**config.mk**
```make
export PLATFORM = sky130hd
export DESIGN_NAME = tmc_timer
export DESIGN_NICKNAME = d
export VERILOG_FILES = /design/src/logic/tmc_pkg.sv /design/src/logic/tmc_edge_det.sv /design/src/logic/tmc_timer.sv
export SDC_FILE = /design/constraint.sdc
export NUM_CORES = 1
export LEC_CHECK = 0
export BUFFER_PORTS_ARGS = -buffer_cell sky130_fd_sc_hd__buf_2
export CAP_MARGIN = 5
export CORE_ASPECT_RATIO = 1.75
export CORE_MARGIN = 4
export CORE_UTILIZATION = 25
export CTS_CLUSTER_DIAMETER = 150
export DETAILED_ROUTE_END_ITERATION = 8
export MAX_ROUTING_LAYER = met4
export PLACE_DENSITY = 0.42
export SLEW_MARGIN = 30
export SYNTH_ARGS = -nofsm -noshare
export SYNTH_HDL_FRONTEND = slang
export SYNTH_SLANG_ARGS = --single-unit
```
**constraint.sdc**
```tcl
create_clock -name aclk -period 4.31 [get_ports aclk]
set_input_delay 0.862 -clock aclk [delete_from_list [all_inputs] [get_ports aclk]]
set_output_delay 0.862 -clock aclk [all_outputs]
set_load 0.05 [all_outputs]
```
**src/logic/tmc_pkg.sv**
```systemverilog
package tmc_pkg;

  typedef enum logic [2:0] {
    MODE_INTERVAL    = 3'b000,
    MODE_EVENT_COUNT = 3'b001,
    MODE_EXT_TRIG    = 3'b010,
    MODE_ONE_SHOT    = 3'b011,
    MODE_PWM         = 3'b100,
    MODE_FREE_RUN    = 3'b101,
    MODE_PULSE_WIDTH = 3'b110,
    MODE_PROHIBITED  = 3'b111
  } tmc_mode_t;

  typedef enum logic [1:0] {
    EDGE_NONE = 2'b00,
    EDGE_RISE = 2'b01,
    EDGE_FALL = 2'b10,
    EDGE_BOTH = 2'b11
  } tmc_edge_t;

  typedef struct packed {
    logic        awvalid;
    logic [31:0] awaddr;
    logic        wvalid;
    logic [31:0] wdata;
    logic [3:0]  wstrb;
    logic        bready;
    logic        arvalid;
    logic [31:0] araddr;
    logic        rready;
  } tmc_axi_req_t;

  typedef struct packed {
    logic        awready;
    logic        wready;
    logic        bvalid;
    logic [1:0]  bresp;
    logic        arready;
    logic        rvalid;
    logic [31:0] rdata;
    logic [1:0]  rresp;
  } tmc_axi_rsp_t;

  // register indices; byte address is four times the index
  localparam logic [31:0] IDX_RUN_CTL   = 32'hfffff590;
  localparam logic [31:0] IDX_MODE_CTL  = 32'hfffff591;
  localparam logic [31:0] IDX_PIN_CTL   = 32'hfffff592;
  localparam logic [31:0] IDX_EDGE_CTL  = 32'hfffff594;
  localparam logic [31:0] IDX_OPTION    = 32'hfffff595;
  localparam logic [31:0] IDX_COUNT     = 32'hfffff596;
  localparam logic [31:0] IDX_CYCLE_LEN = 32'hfffff597;
  localparam logic [31:0] ADDR_RUN_CTL   = {IDX_RUN_CTL[29:0], 2'b00};
  localparam logic [31:0] ADDR_MODE_CTL  = {IDX_MODE_CTL[29:0], 2'b00};
  localparam logic [31:0] ADDR_PIN_CTL   = {IDX_PIN_CTL[29:0], 2'b00};
  localparam logic [31:0] ADDR_EDGE_CTL  = {IDX_EDGE_CTL[29:0], 2'b00};
  localparam logic [31:0] ADDR_OPTION    = {IDX_OPTION[29:0], 2'b00};
  localparam logic [31:0] ADDR_COUNT     = {IDX_COUNT[29:0], 2'b00};
  localparam logic [31:0] ADDR_CYCLE_LEN = {IDX_CYCLE_LEN[29:0], 2'b00};

  localparam logic [7:0]  CTL_RST       = 8'h00;
  localparam logic [7:0]  RUN_CTL_MASK  = 8'h87;
  localparam logic [7:0]  MODE_CTL_MASK = 8'ha7;
  localparam logic [7:0]  PIN_CTL_MASK  = 8'h0f;
  localparam logic [7:0]  EDGE_CTL_MASK = 8'h0f;
  localparam logic [15:0] CNT_IDLE      = 16'hffff;
  localparam logic [15:0] CNT_ZERO      = 16'h0000;
  localparam logic [15:0] CYCLE_LEN_RST = 16'h00ff;
  localparam logic [1:0]  RESP_OKAY     = 2'b00;
  localparam logic [1:0]  RESP_SLVERR   = 2'b10;

  localparam int BIT_RUN     = 7;
  localparam int CKS_MSB     = 2;
  localparam int CKS_LSB     = 0;
  localparam logic [2:0] CKS_LAST = 3'b111;
  localparam int BIT_SYNC    = 7;
  localparam int BIT_SW_TRIG = 6;
  localparam int BIT_SRC     = 5;
  localparam int MODE_MSB    = 2;
  localparam int MODE_LSB    = 0;
  localparam int BIT_A_EN    = 0;
  localparam int BIT_A_LVL   = 1;
  localparam int BIT_B_EN    = 2;
  localparam int BIT_B_LVL   = 3;
  localparam int EV_SEL_MSB  = 3;
  localparam int EV_SEL_LSB  = 2;
  localparam int TRG_SEL_MSB = 1;
  localparam int TRG_SEL_LSB = 0;
  localparam int BIT_OVF     = 0;
  localparam int PRESC_W     = 7;

endpackage

```
**src/logic/tmc_edge_det.sv**
```systemverilog
`timescale 1ns/10ps
module tmc_edge_det
  import tmc_pkg::*;
(
  input  wire logic      aclk,
  input  wire logic      aresetn,
  input  wire logic      ce,
  input  wire logic      level,
  input  wire tmc_edge_t sel,
  output logic           hit
);

  typedef struct packed {
    logic prev;
  } tmc_edge_state_t;

  tmc_edge_state_t state_q;
  tmc_edge_state_t state_d;

  always_comb begin
    state_d      = state_q;
    state_d.prev = level;
  end

  always_ff @(posedge aclk) begin
    if (!aresetn) begin
      state_q <= '0;
    end else if (ce) begin
      state_q <= state_d;
    end
  end

  always_comb begin
    unique case (sel)
      EDGE_NONE: hit = 1'b0;
      EDGE_RISE: hit = level & ~state_q.prev;
      EDGE_FALL: hit = ~level & state_q.prev;
      EDGE_BOTH: hit = level ^ state_q.prev;
    endcase
  end

endmodule

```
**src/logic/tmc_timer.sv**
```systemverilog
`timescale 1ns/10ps
module tmc_timer
  import tmc_pkg::*;
#(
  parameter bit ODD_CHANNEL = 1'b0
) (
  input  wire logic         aclk,
  input  wire logic         aresetn,
  input  wire logic         ce,
  input  wire tmc_axi_req_t axi_req,
  output tmc_axi_rsp_t      axi_rsp,
  input  wire logic         trigger_event_input,
  input  wire logic         subclock_in,
  input  wire logic         sync_tick_in,
  input  wire logic         sync_clear_in,
  output logic              sync_tick_out,
  output logic              sync_clear_out,
  output logic              timer_output_a,
  output logic              timer_output_b
);

  typedef enum logic [1:0] {
    PULSE_IDLE   = 2'b00,
    PULSE_ACTIVE = 2'b01
  } tmc_pulse_t;

  typedef struct packed {
    logic [7:0]         run_ctl;
    logic [7:0]         mode_ctl;
    logic [7:0]         pin_ctl;
    logic [7:0]         edge_ctl;
    logic [15:0]        cycle_len;
    logic               overflow_flag;
    logic [15:0]        count;
    logic [PRESC_W-1:0] presc;
    logic               started;
    logic               wave;
    tmc_pulse_t         pulse;
    logic               pin_meta;
    logic               pin_sync;
    logic               sub_meta;
    logic               sub_sync;
    logic               out_a;
    logic               out_b;
    logic               tick_out;
    logic               clear_out;
    logic               aw_got;
    logic               w_got;
    logic [31:0]        aw_addr;
    logic [31:0]        w_data;
    logic [3:0]         w_strb;
    logic               bvalid;
    logic [1:0]         bresp;
    logic               rvalid;
    logic [31:0]        rdata;
    logic [1:0]         rresp;
  } tmc_state_t;

  localparam tmc_state_t STATE_RST = '{
    run_ctl:   CTL_RST,
    mode_ctl:  CTL_RST,
    pin_ctl:   CTL_RST,
    edge_ctl:  CTL_RST,
    cycle_len: CYCLE_LEN_RST,
    count:     CNT_IDLE,
    pulse:     PULSE_IDLE,
    bresp:     RESP_OKAY,
    rresp:     RESP_OKAY,
    default:   '0
  };

  tmc_state_t         state_q;
  tmc_state_t         state_d;
  logic               awready;
  logic               wready;
  logic               arready;
  logic               event_hit;
  logic               trig_hit;
  logic               sub_hit;
  logic               sw_trig;
  logic               ovf_set;
  logic               ovf_clr;
  logic               run;
  logic               slave;
  logic               ext_src;
  logic               int_tick;
  logic               tick;
  logic               trig_mode;
  logic               trig_any;
  logic               wrap;
  logic [15:0]        half;
  logic [15:0]        cnt_inc;
  logic [PRESC_W-1:0] presc_mask;
  logic [2:0]         cks;
  tmc_mode_t          mode;

  // external pin and subclock each pass two flops first
  tmc_edge_det u_event_edge (
    .aclk    (aclk),
    .aresetn (aresetn),
    .ce      (ce),
    .level   (state_q.pin_sync),
    .sel     (tmc_edge_t'(state_q.edge_ctl[EV_SEL_MSB:EV_SEL_LSB])),
    .hit     (event_hit)
  );

  tmc_edge_det u_trig_edge (
    .aclk    (aclk),
    .aresetn (aresetn),
    .ce      (ce),
    .level   (state_q.pin_sync),
    .sel     (tmc_edge_t'(state_q.edge_ctl[TRG_SEL_MSB:TRG_SEL_LSB])),
    .hit     (trig_hit)
  );

  tmc_edge_det u_sub_edge (
    .aclk    (aclk),
    .aresetn (aresetn),
    .ce      (ce),
    .level   (state_q.sub_sync),
    .sel     (EDGE_RISE),
    .hit     (sub_hit)
  );

  // handshakes only on enabled edges, else frozen state would lose them
  assign awready = ce & ~state_q.aw_got & ~state_q.bvalid;
  assign wready  = ce & ~state_q.w_got & ~state_q.bvalid;
  assign arready = ce & ~state_q.rvalid;

  always_comb begin
    run        = state_q.run_ctl[BIT_RUN];
    slave      = state_q.mode_ctl[BIT_SYNC];
    mode       = tmc_mode_t'(state_q.mode_ctl[MODE_MSB:MODE_LSB]);
    cks        = state_q.run_ctl[CKS_MSB:CKS_LSB];
    presc_mask = PRESC_W'((8'h01 << cks) - 8'h01);
    int_tick   = &(state_q.presc | ~presc_mask);
    if (ODD_CHANNEL && cks == CKS_LAST) begin
      int_tick = sub_hit;
    end
    ext_src = state_q.mode_ctl[BIT_SRC] | (mode == MODE_EVENT_COUNT);
    if (slave) begin
      tick = sync_tick_in;
    end else if (ext_src) begin
      tick = event_hit;
    end else begin
      tick = int_tick;
    end
    trig_mode = (mode == MODE_EXT_TRIG) || (mode == MODE_ONE_SHOT);
    wrap      = state_q.count == state_q.cycle_len;
    half      = state_q.cycle_len >> 1;
    cnt_inc   = state_q.count + 16'h0001;
  end

  always_comb begin
    state_d           = state_q;
    sw_trig           = 1'b0;
    ovf_set           = 1'b0;
    ovf_clr           = 1'b0;
    trig_any          = 1'b0;
    state_d.pin_meta  = trigger_event_input;
    state_d.pin_sync  = state_q.pin_meta;
    state_d.sub_meta  = subclock_in;
    state_d.sub_sync  = state_q.sub_meta;
    state_d.tick_out  = 1'b0;
    state_d.clear_out = 1'b0;

    // write channel: address and data in either order
    if (axi_req.awvalid && awready) begin
      state_d.aw_got  = 1'b1;
      state_d.aw_addr = axi_req.awaddr;
    end
    if (axi_req.wvalid && wready) begin
      state_d.w_got  = 1'b1;
      state_d.w_data = axi_req.wdata;
      state_d.w_strb = axi_req.wstrb;
    end
    if (state_q.bvalid && axi_req.bready) begin
      state_d.bvalid = 1'b0;
    end
    if (state_q.aw_got && state_q.w_got) begin
      state_d.aw_got = 1'b0;
      state_d.w_got  = 1'b0;
      state_d.bvalid = 1'b1;
      state_d.bresp  = RESP_OKAY;
      case (state_q.aw_addr)
        ADDR_RUN_CTL: if (state_q.w_strb[0]) begin
          state_d.run_ctl = state_q.w_data[7:0] & RUN_CTL_MASK;
        end
        ADDR_MODE_CTL: if (state_q.w_strb[0]) begin
          state_d.mode_ctl = state_q.w_data[7:0] & MODE_CTL_MASK;
          sw_trig          = state_q.w_data[BIT_SW_TRIG];
        end
        ADDR_PIN_CTL: if (state_q.w_strb[0]) begin
          state_d.pin_ctl = state_q.w_data[7:0] & PIN_CTL_MASK;
        end
        ADDR_EDGE_CTL: if (state_q.w_strb[0]) begin
          state_d.edge_ctl = state_q.w_data[7:0] & EDGE_CTL_MASK;
        end
        ADDR_OPTION: if (state_q.w_strb[0]) begin
          ovf_clr = ~state_q.w_data[BIT_OVF];
        end
        ADDR_CYCLE_LEN: begin
          if (state_q.w_strb[0]) begin
            state_d.cycle_len[7:0] = state_q.w_data[7:0];
          end
          if (state_q.w_strb[1]) begin
            state_d.cycle_len[15:8] = state_q.w_data[15:8];
          end
        end
        ADDR_COUNT: state_d.bresp = RESP_OKAY;
        default: state_d.bresp = RESP_SLVERR;
      endcase
    end

    // read channel
    if (state_q.rvalid && axi_req.rready) begin
      state_d.rvalid = 1'b0;
    end
    if (axi_req.arvalid && arready) begin
      state_d.rvalid = 1'b1;
      state_d.rresp  = RESP_OKAY;
      state_d.rdata  = '0;
      case (axi_req.araddr)
        ADDR_RUN_CTL:   state_d.rdata[7:0] = state_q.run_ctl;
        ADDR_MODE_CTL:  state_d.rdata[7:0] = state_q.mode_ctl;
        ADDR_PIN_CTL:   state_d.rdata[7:0] = state_q.pin_ctl;
        ADDR_EDGE_CTL:  state_d.rdata[7:0] = state_q.edge_ctl;
        ADDR_OPTION:    state_d.rdata[BIT_OVF] = state_q.overflow_flag;
        ADDR_COUNT:     state_d.rdata[15:0] = run ? state_q.count : CNT_ZERO;
        ADDR_CYCLE_LEN: state_d.rdata[15:0] = state_q.cycle_len;
        default:        state_d.rresp = RESP_SLVERR;
      endcase
    end

    // trigger from pin edge or software strobe, only in trigger modes
    trig_any = run && trig_mode && (trig_hit || sw_trig);

    if (!run) begin
      state_d.count   = CNT_IDLE;
      state_d.presc   = '0;
      state_d.started = 1'b0;
      state_d.wave    = 1'b0;
      state_d.pulse   = PULSE_IDLE;
    end else begin
      state_d.presc = state_q.presc + PRESC_W'(1);
      if (tick) begin
        state_d.started  = 1'b1;
        state_d.tick_out = 1'b1;
      end
      unique case (mode)
        MODE_FREE_RUN, MODE_PULSE_WIDTH: if (tick) begin
          state_d.count = cnt_inc;
          ovf_set       = state_q.started && (state_q.count == CNT_IDLE);
          if (wrap) begin
            state_d.wave = ~state_q.wave;
          end
        end
        MODE_EXT_TRIG, MODE_ONE_SHOT: begin
          unique case (state_q.pulse)
            PULSE_IDLE: if (trig_any) begin
              state_d.pulse     = PULSE_ACTIVE;
              state_d.count     = CNT_ZERO;
              state_d.wave      = 1'b1;
              state_d.clear_out = 1'b1;
            end
            PULSE_ACTIVE: begin
              if (trig_any && mode == MODE_EXT_TRIG) begin
                state_d.count     = CNT_ZERO;
                state_d.wave      = 1'b1;
                state_d.clear_out = 1'b1;
              end else if (tick && wrap) begin
                if (mode == MODE_ONE_SHOT) begin
                  state_d.pulse = PULSE_IDLE;
                  state_d.wave  = 1'b0;
                end else begin
                  state_d.count     = CNT_ZERO;
                  state_d.wave      = 1'b1;
                  state_d.clear_out = 1'b1;
                end
              end else if (tick) begin
                state_d.count = cnt_inc;
                if (mode == MODE_EXT_TRIG) begin
                  state_d.wave = cnt_inc < half;
                end
              end
            end
            default: state_d.pulse = PULSE_IDLE;
          endcase
        end
        MODE_PWM: if (tick) begin
          state_d.count = wrap ? CNT_ZERO : cnt_inc;
          state_d.wave  = (wrap ? CNT_ZERO : cnt_inc) < half;
          state_d.clear_out = wrap;
        end
        // interval, event count and the prohibited code share this path
        default: if (tick) begin
          state_d.count     = wrap ? CNT_ZERO : cnt_inc;
          state_d.clear_out = wrap;
          if (wrap) begin
            state_d.wave = ~state_q.wave;
          end
        end
      endcase
      if (slave && sync_clear_in) begin
        state_d.count = CNT_ZERO;
      end
    end

    // set wins over a software clear in the same cycle
    state_d.overflow_flag = run & (ovf_set | (state_q.overflow_flag & ~ovf_clr));

    // pins follow new control bits on the same edge the write lands
    state_d.out_a = state_d.pin_ctl[BIT_A_EN] ?
                    (state_d.wave ? state_d.pin_ctl[BIT_A_LVL] : ~state_d.pin_ctl[BIT_A_LVL])
                  : state_d.pin_ctl[BIT_A_LVL];
    state_d.out_b = state_d.pin_ctl[BIT_B_EN] ?
                    (state_d.wave ? state_d.pin_ctl[BIT_B_LVL] : ~state_d.pin_ctl[BIT_B_LVL])
                  : state_d.pin_ctl[BIT_B_LVL];
  end

  always_ff @(posedge aclk) begin
    if (!aresetn) begin
      state_q <= STATE_RST;
    end else if (ce) begin
      state_q <= state_d;
    end
  end

  always_comb begin
    axi_rsp.awready = awready;
    axi_rsp.wready  = wready;
    axi_rsp.bvalid  = ce & state_q.bvalid;
    axi_rsp.bresp   = state_q.bresp;
    axi_rsp.arready = arready;
    axi_rsp.rvalid  = ce & state_q.rvalid;
    axi_rsp.rdata   = state_q.rdata;
    axi_rsp.rresp   = state_q.rresp;
  end

  assign sync_tick_out  = state_q.tick_out;
  assign sync_clear_out = state_q.clear_out;
  assign timer_output_a = state_q.out_a;
  assign timer_output_b = state_q.out_b;

endmodule

```
==> results of run 1 <==
[per-layer routing]
metal | wire, µm | track usage
met1 | 10200 | 0.153
met2 | 15200 | 0.293
met3 | 953 | 0.0269
met4 | 1190 | 0.0766
met5 | 0 | -
[placed cells by master (no fill, tap or decap), drive strengths merged, types with 9 or more instances in the layout]
master	synthesis	routed
nand2	178	178
buf	61	156
dfxtp	139	139
nor2	82	82
a21boi	60	60
inv	41	50
a21oi	44	44
o21ai	43	43
nor2b	42	42
mux2i	38	38
ha	33	33
xnor2	28	28
nand3	27	27
nand4	22	22
conb	1	18
clkbuf	44	18
and2	12	12
a221oi	11	11
nor3b	11	11
nor3	11	11
or3	10	10
nand2b	9	9
[through the flow]
step	cell area, µm²	hold WS [ns]	setup WS (ns)	std cells	util
5_1_grt	9740	0.484	0.0114	1554	0.296
2_1_floorplan	8360	0.436	0.351	1066	-
3_3_place_gp	9160	0.449	0.297	1522	0.278
3_5_place_dp	9160	0.457	0.258	1522	0.278
6_report	9740	0.462	0.277	1554	0.296
4_1_cts	9740	0.467	0.234	1554	0.296
[power groups by stage]
stage	clock (mW)	combinational, mW	sequential [mW]
final	1.49	0.434	1.35
after global routing	1.59	0.486	1.36
after CTS	1.55	0.442	1.35
after detailed placement	0	0.441	1.38
after global placement	0	0.436	1.38
after floorplan	0	0.316	1.37
[cell usage after synthesis (9+ instances only)]
master      n
nor3b_1    10
buf_4      44
dfxtp_1   139
inv_1      41
clkbuf_1   43
or3_1       9
o21ai_0    31
nor2_1     79
xnor2_1    28
buf_2      12
a21boi_0   60
nand4_1    22
nand3_1    26
ha_1       33
nand2_1   178
a21oi_1    44
nor2b_1    41
o21ai_1    11
a221oi_1   10
nand2b_1    9
and2_1     12
mux2i_1    38
[state kept, by name, indices dropped and copies added, names as in the netlist]
signal,flops
sync_tick_out,1
mode,3
axi_rsp,18
timer_output_b,1
cks,3
state_d,1
timer_output_a,1
half,15
slave,1
sync_clear_out,1
run,1
u_event_edge.state_q,1
state_q,92
[worst max-delay path: cells and delay by family (launching register included)]
family          cells  cell delay [ns]
buf+inv             2             0.26
flops               1             0.49
simple gates        4             0.58
xor+xnor            1             0.31
fa+ha+maj           2             0.54
mux                 1             0.19
compound gates      7             1.59
[cells by family after synthesis]
logic type,share of synthesized area
mux,0.0472
other cells,0.000452
compound gates,0.184
buf+inv,0.0907
flops,0.336
xor+xnor,0.0380
simple gates,0.254
fa+ha+maj,0.0498
[final cells by class]
type	instances	area share
inverters	43	0.0166
multi-input cells	779	0.496
well taps	405	0.0520
clock buffers	18	0.0451
flip-flops and latches	139	0.286
clock inverters	14	0.0152
repair buffers	156	0.0899
[how the worst max path moves through the flow]
stage	slack (ns)	start	to	cells past startpoint
4_1_cts	0.23	state_q[127]	timer_output_b	17
5_1_grt	0.01	state_q[131]	timer_output_b	21
3_5_place_dp	0.26	state_q[127]	timer_output_b	17
2_1_floorplan	0.35	state_q[138]	timer_output_b	19
3_3_place_gp	0.30	state_q[127]	timer_output_b	17
6_report	0.28	state_q[127]	timer_output_b	17
==> results.tsv, run 1 <==
metric	value	unit
status	finished, final reports clean	
synth_area	0.00829	mm²
post-route-period-util	0.936	
yosysSeqAreaShare	0.336	
clock-skew-final	0.0135	ns
dp_hpwl	21.7	mm
synth_top_area_frac	0.336	
drt-vias-per-instance	4.84	
grt_usage	0.156	
slew_headroom	0.505	
rows	88	
clock_latency	0.44	ns
vias	7526	
clockRootBuffer	clkbuf_16	
p_per_area	336	mW/mm²
wl	27.6	mm
cts_buffers	17	
initial_core_util	0.252	
antenna_cells	0	
grt_pass1_vias	7479	
io_buffer_count	119	
critPathKind	register to register	
antenna_found_initial	0	
postCtsSetupRepairBufs	0	
synth.area.top_cells	dfxtp_1, nand2_1, a21boi_0, ha_1, mux2i_1	
ys_ff_latch	139	
setup_tns	0	ns
drt-initial-drc-count	293	
path_clk_slew	0.07	ns
p_leak	4.04	nW
finalPower	3.28	mW
peakVddDrop	278	µV
synth_edf_count	0	
r2r-end	timer_output_b	
multi_input_area	0.00483	mm²
core_area	0.0329	mm²
drt_pre_antenna_iters	5	
worstHoldPathType	register to register	
place.gp.congestion	0.884	
synthArstFlopShare	0	
fmax	248	MHz
startpoint_type	register	
slew_violations	0	
hold_path_depth	2	
tightest_slew	0.742	ns
yosysTopAreaCell	dfxtp_1	
drive_gt1_frac	0.181	
cts_num_sinks	139	
comb_power_share	0.132	
hp-start	state_q[84]	
power.switching	0.961	mW
reg2reg_depth	17	
required	4.69	ns
synthCells	1049	
drc	0	
max_cap_viol_count	0	
yosys_most_used_dff	dfxtp_1	
worst_hold_path.endpoint	state_q[84]	
period_minus_slack	4.03	ns
gr-total-overflow	0	
crit_chain	ha_1 > inv_1 > nor2_1 > nand3_1 > xnor2_1 > ha_1 > nand2_1 > o21ai_0 > a211oi_1 > buf_4 > a21oi_1 > a2111o_1 > a221oi_2 > o221a_4 > mux2i_1 > nor2_1 > o21ai_1	
setup_viol	0	
synth_cell_types	73	
synth_area_per_cell	7.91	µm²
synth_warnings	0	
ctsHoldBuffers	0	
grt_max_degree	73	
r2r_start	state_q[127]	
clock_power_share	0.455	
internal_power	2.32	mW
endpoint_kind	register	
rrSetupSlack	0.28	ns
power.sequential.fraction	0.413	
post_drt_wl_per_cell	17.8	µm
cts_resized	0	
cts.path.max_buffers	2	
cp_slowest_stage_delay	0.49	ns
n_fill_cell	3515	
slowest_stage	dfxtp_1	
critPathMaxFanout	6	
die_w	146	µm
cts_tree	yes	
nNetsFinal	1281	
die_y	249	µm
die_area	0.0363	mm²
arrival	4.41	ns
cts-htree-levels	4	
switching_share	0.293	
seq_area	0.00278	mm²
area_delta_synth_final	17.5	%
rsz0062_at_grt	no	
ant_nets	0	
hold_viol_final	0	
ios	157	
grt_pass1_wl	42.8	mm
(Power assumes the default switching activity.)
==> inputs of run 2 (changes only) <==
--- a/config.mk
+++ b/config.mk
@@ -5,9 +5,10 @@
 export SDC_FILE = /design/constraint.sdc
 export NUM_CORES = 1
 export LEC_CHECK = 0
+export ABC_AREA = 1
 export BUFFER_PORTS_ARGS = -buffer_cell sky130_fd_sc_hd__buf_2
 export CAP_MARGIN = 5
-export CORE_ASPECT_RATIO = 1.75
+export CORE_ASPECT_RATIO = 0.8
 export CORE_MARGIN = 4
 export CORE_UTILIZATION = 25
 export CTS_CLUSTER_DIAMETER = 150
==> run 2 against run 1 <==
  * Combinational power shrank 11%
  * Cell area shrank 0.36%
  * Synthesized cell count grew 18%
  * First-iteration DRC count grew 53%
  * Fmax grew 11%
  * Sequential share of layout area grew 0.10 points
  * Sequential power is essentially flat
  * Power grew 0.51%
  * Register-to-register slack gained 0.39 ns
  * Critical path type unchanged
==> results.tsv, run 2 <==
metric	value	unit
drive_gt1_frac	0.155	
critPathKind	register to register	
hp-start	state_q[91]	
cts_num_sinks	139	
yosysTopAreaCell	dfxtp_1	
p_leak	4.53	nW
antenna_found_initial	0	
wl	27.8	mm
use_met2	0.218	
yosys-top-cells-count	nand2_1, nor2_1, inv_1, dfxtp_1, o21ai_0	
r2r_start	state_q[127]	
n_fill_cell	3628	
grt_max_degree	68	
critPathMaxFanout	6	
synthCells	1233	
hold_path_depth	2	
p_per_area	339	mW/mm²
final_cell_mix	nand2_1, nor2_1, inv_1, dfxtp_1	
synth_warnings	0	
crit_chain	ha_1 > nand2_2 > nor2_4 > nand4_2 > or2_4 > nor2_4 > nand3_2 > nor2_2 > xor2_1 > inv_2 > ha_1 > a21oi_1 > nand2_1 > a31oi_1 > nand3_1 > nor3_1 > nor2_1 > nand2_1 > nand2_2 > a21oi_1 > nor2_1	
synth_fa_ha_area_frac	0.0497	
post_drt_wl_per_cell	15.9	µm
required	4.62	ns
synthArstFlopShare	0	
antenna_cells	0	
clock-skew-final	0.0145	ns
r2r-end	timer_output_a	
synth_cell_types	46	
synthSimpleGateAreaFrac	0.263	
yosysSeqAreaShare	0.335	
period_minus_slack	3.64	ns
core_area	0.0326	mm²
die_y	171	µm
slew_headroom	0.410	
post-route-period-util	0.845	
vias	8147	
clockRootBuffer	clkbuf_16	
drt-initial-drc-count	447	
synth_compound_area_frac	0.215	
largest_reg_flops	92	
worstHoldPathType	register to register	
die_w	212	µm
rsz0062_at_grt	no	
area_delta_synth_final	17.0	%
setup_viol	0	
max_cap_viol_count	0	
nNetsFinal	1459	
synth_most_common_cell	nand2_1	
hold_viol_final	0	
yosys_most_used_dff	dfxtp_1	
rrSetupSlack	0.67	ns
grt_use_met3	0.0372	
fmax	274	MHz
place.gp.congestion	0.842	
grt_pass1_vias	7567	
ctsHoldBuffers	0	
cts_tree	yes	
synth_mux_area_frac	0	
layout.cells.most_common	nand2_1	
slowest_stage	dfxtp_1	
clock_latency	0.43	ns
initial_core_util	0.254	
slew_violations	0	
ios	157	
synth_xor_area_frac	0.00633	
worst_hold_path.endpoint	state_q[91]	
postCtsSetupRepairBufs	0	
grt_pass1_wl	43.3	mm
use_met1	0.231	
synth_area_per_cell	6.73	µm²
cts_buffers	17	
cts-htree-levels	4	
dpl_cell_area	0.00911	mm²
path_clk_slew	0.06	ns
grt_usage	0.158	
tightest_slew	0.885	ns
peakVddDrop	235	µV
ant_nets	0	
synth_area	0.00830	mm²
status	finished, final reports clean	
rows	59	
dp_hpwl	21.1	mm
whs	0.448	ns
gr-total-overflow	0	
startpoint_type	register	
synth_edf_count	0	
endpoint_kind	register	
regMostFlops	state_q	
io_buffer_count	119	
synth.area.top_cells	dfxtp_1, nand2_1, o21ai_0, nor2_1, a21oi_1	
drc	0	
grt-busiest-layer	met1	
drt_pre_antenna_iters	5	
setup_tns	0	ns
synth_top_area_frac	0.335	
cp_slowest_stage_delay	0.45	ns
reg2reg_depth	21	
stdcell_area	0.00971	mm²
die_area	0.0362	mm²
drt-vias-per-instance	4.65	
ys_ff_latch	139	
cts_resized	0	
cts.path.max_buffers	2	
synth_top_family_by_area	simple AND/OR/NAND/NOR gates	
arrival	3.96	ns
==> run 2: report_power, final <==
part           switching (mW)  total (mW)  internal (mW)
Clock                   0.604        1.54          0.939
Sequential             0.0304        1.37           1.34
Combinational           0.265       0.386          0.121
Total                   0.899        3.30           2.40
==> run 2: stage by stage <==
stage / util / worst slack, ns / power, mW / std cells
3_3_place_gp: 0.279 / 0.741 / 1.78 / 1722
2_1_floorplan: - / 1.31 / 1.68 / 1250
5_1_grt: 0.298 / 0.339 / 3.45 / 1753
3_5_place_dp: 0.279 / 0.690 / 1.78 / 1722
6_report: 0.298 / 0.667 / 3.30 / 1753
4_1_cts: 0.298 / 0.675 / 3.34 / 1753
==> run 2: area by class of cell <==
class                      count  area, µm²  share of cell area
clock buffer                  21        460              0.0474
clock inverter                10        143              0.0147
inverter                     153        574              0.0591
multi-input combinational    870       4510               0.465
sequential                   139       2780               0.287
tap                          427        534              0.0550
timing repair buffer         133        703              0.0724
==> run 2: worst max-delay path by stage <==
stage | startpoint | endpoint | cells past startpoint
floorplan | state_q[127] | timer_output_a | 21
global placement | state_q[127] | timer_output_b | 21
detailed placement | state_q[127] | timer_output_a | 21
CTS | state_q[127] | timer_output_a | 21
global route | state_q[127] | timer_output_a | 21
finish | state_q[127] | timer_output_a | 21
==> run 2: worst max-delay path: cells and delay by family, from the launching register on <==
family	cells	cell delay [ns]
simple gates	14	1.71
fa+ha+maj	2	0.55
compound gates	3	0.47
flops	1	0.45
xor+xnor	1	0.30
buf+inv	1	0.06
==> run 2: per-layer routing <==
layer	vias up	part of all wire	wire length, µm
met4	0	0.011	318
met3	19	0.055	1530
met5	-	0	0
li1	4242	-	-
met2	173	0.40	11200
met1	3713	0.53	14800
==> run 2: cell families after synthesis <==
kind of cell             after synthesis
AND/OR/NAND/NOR                      503
AO/OA/AOI/OAI                        310
buffers and inverters                241
flip-flops                           139
adder cells (fa/ha/maj)               33
XOR/XNOR                               6
other                                  1
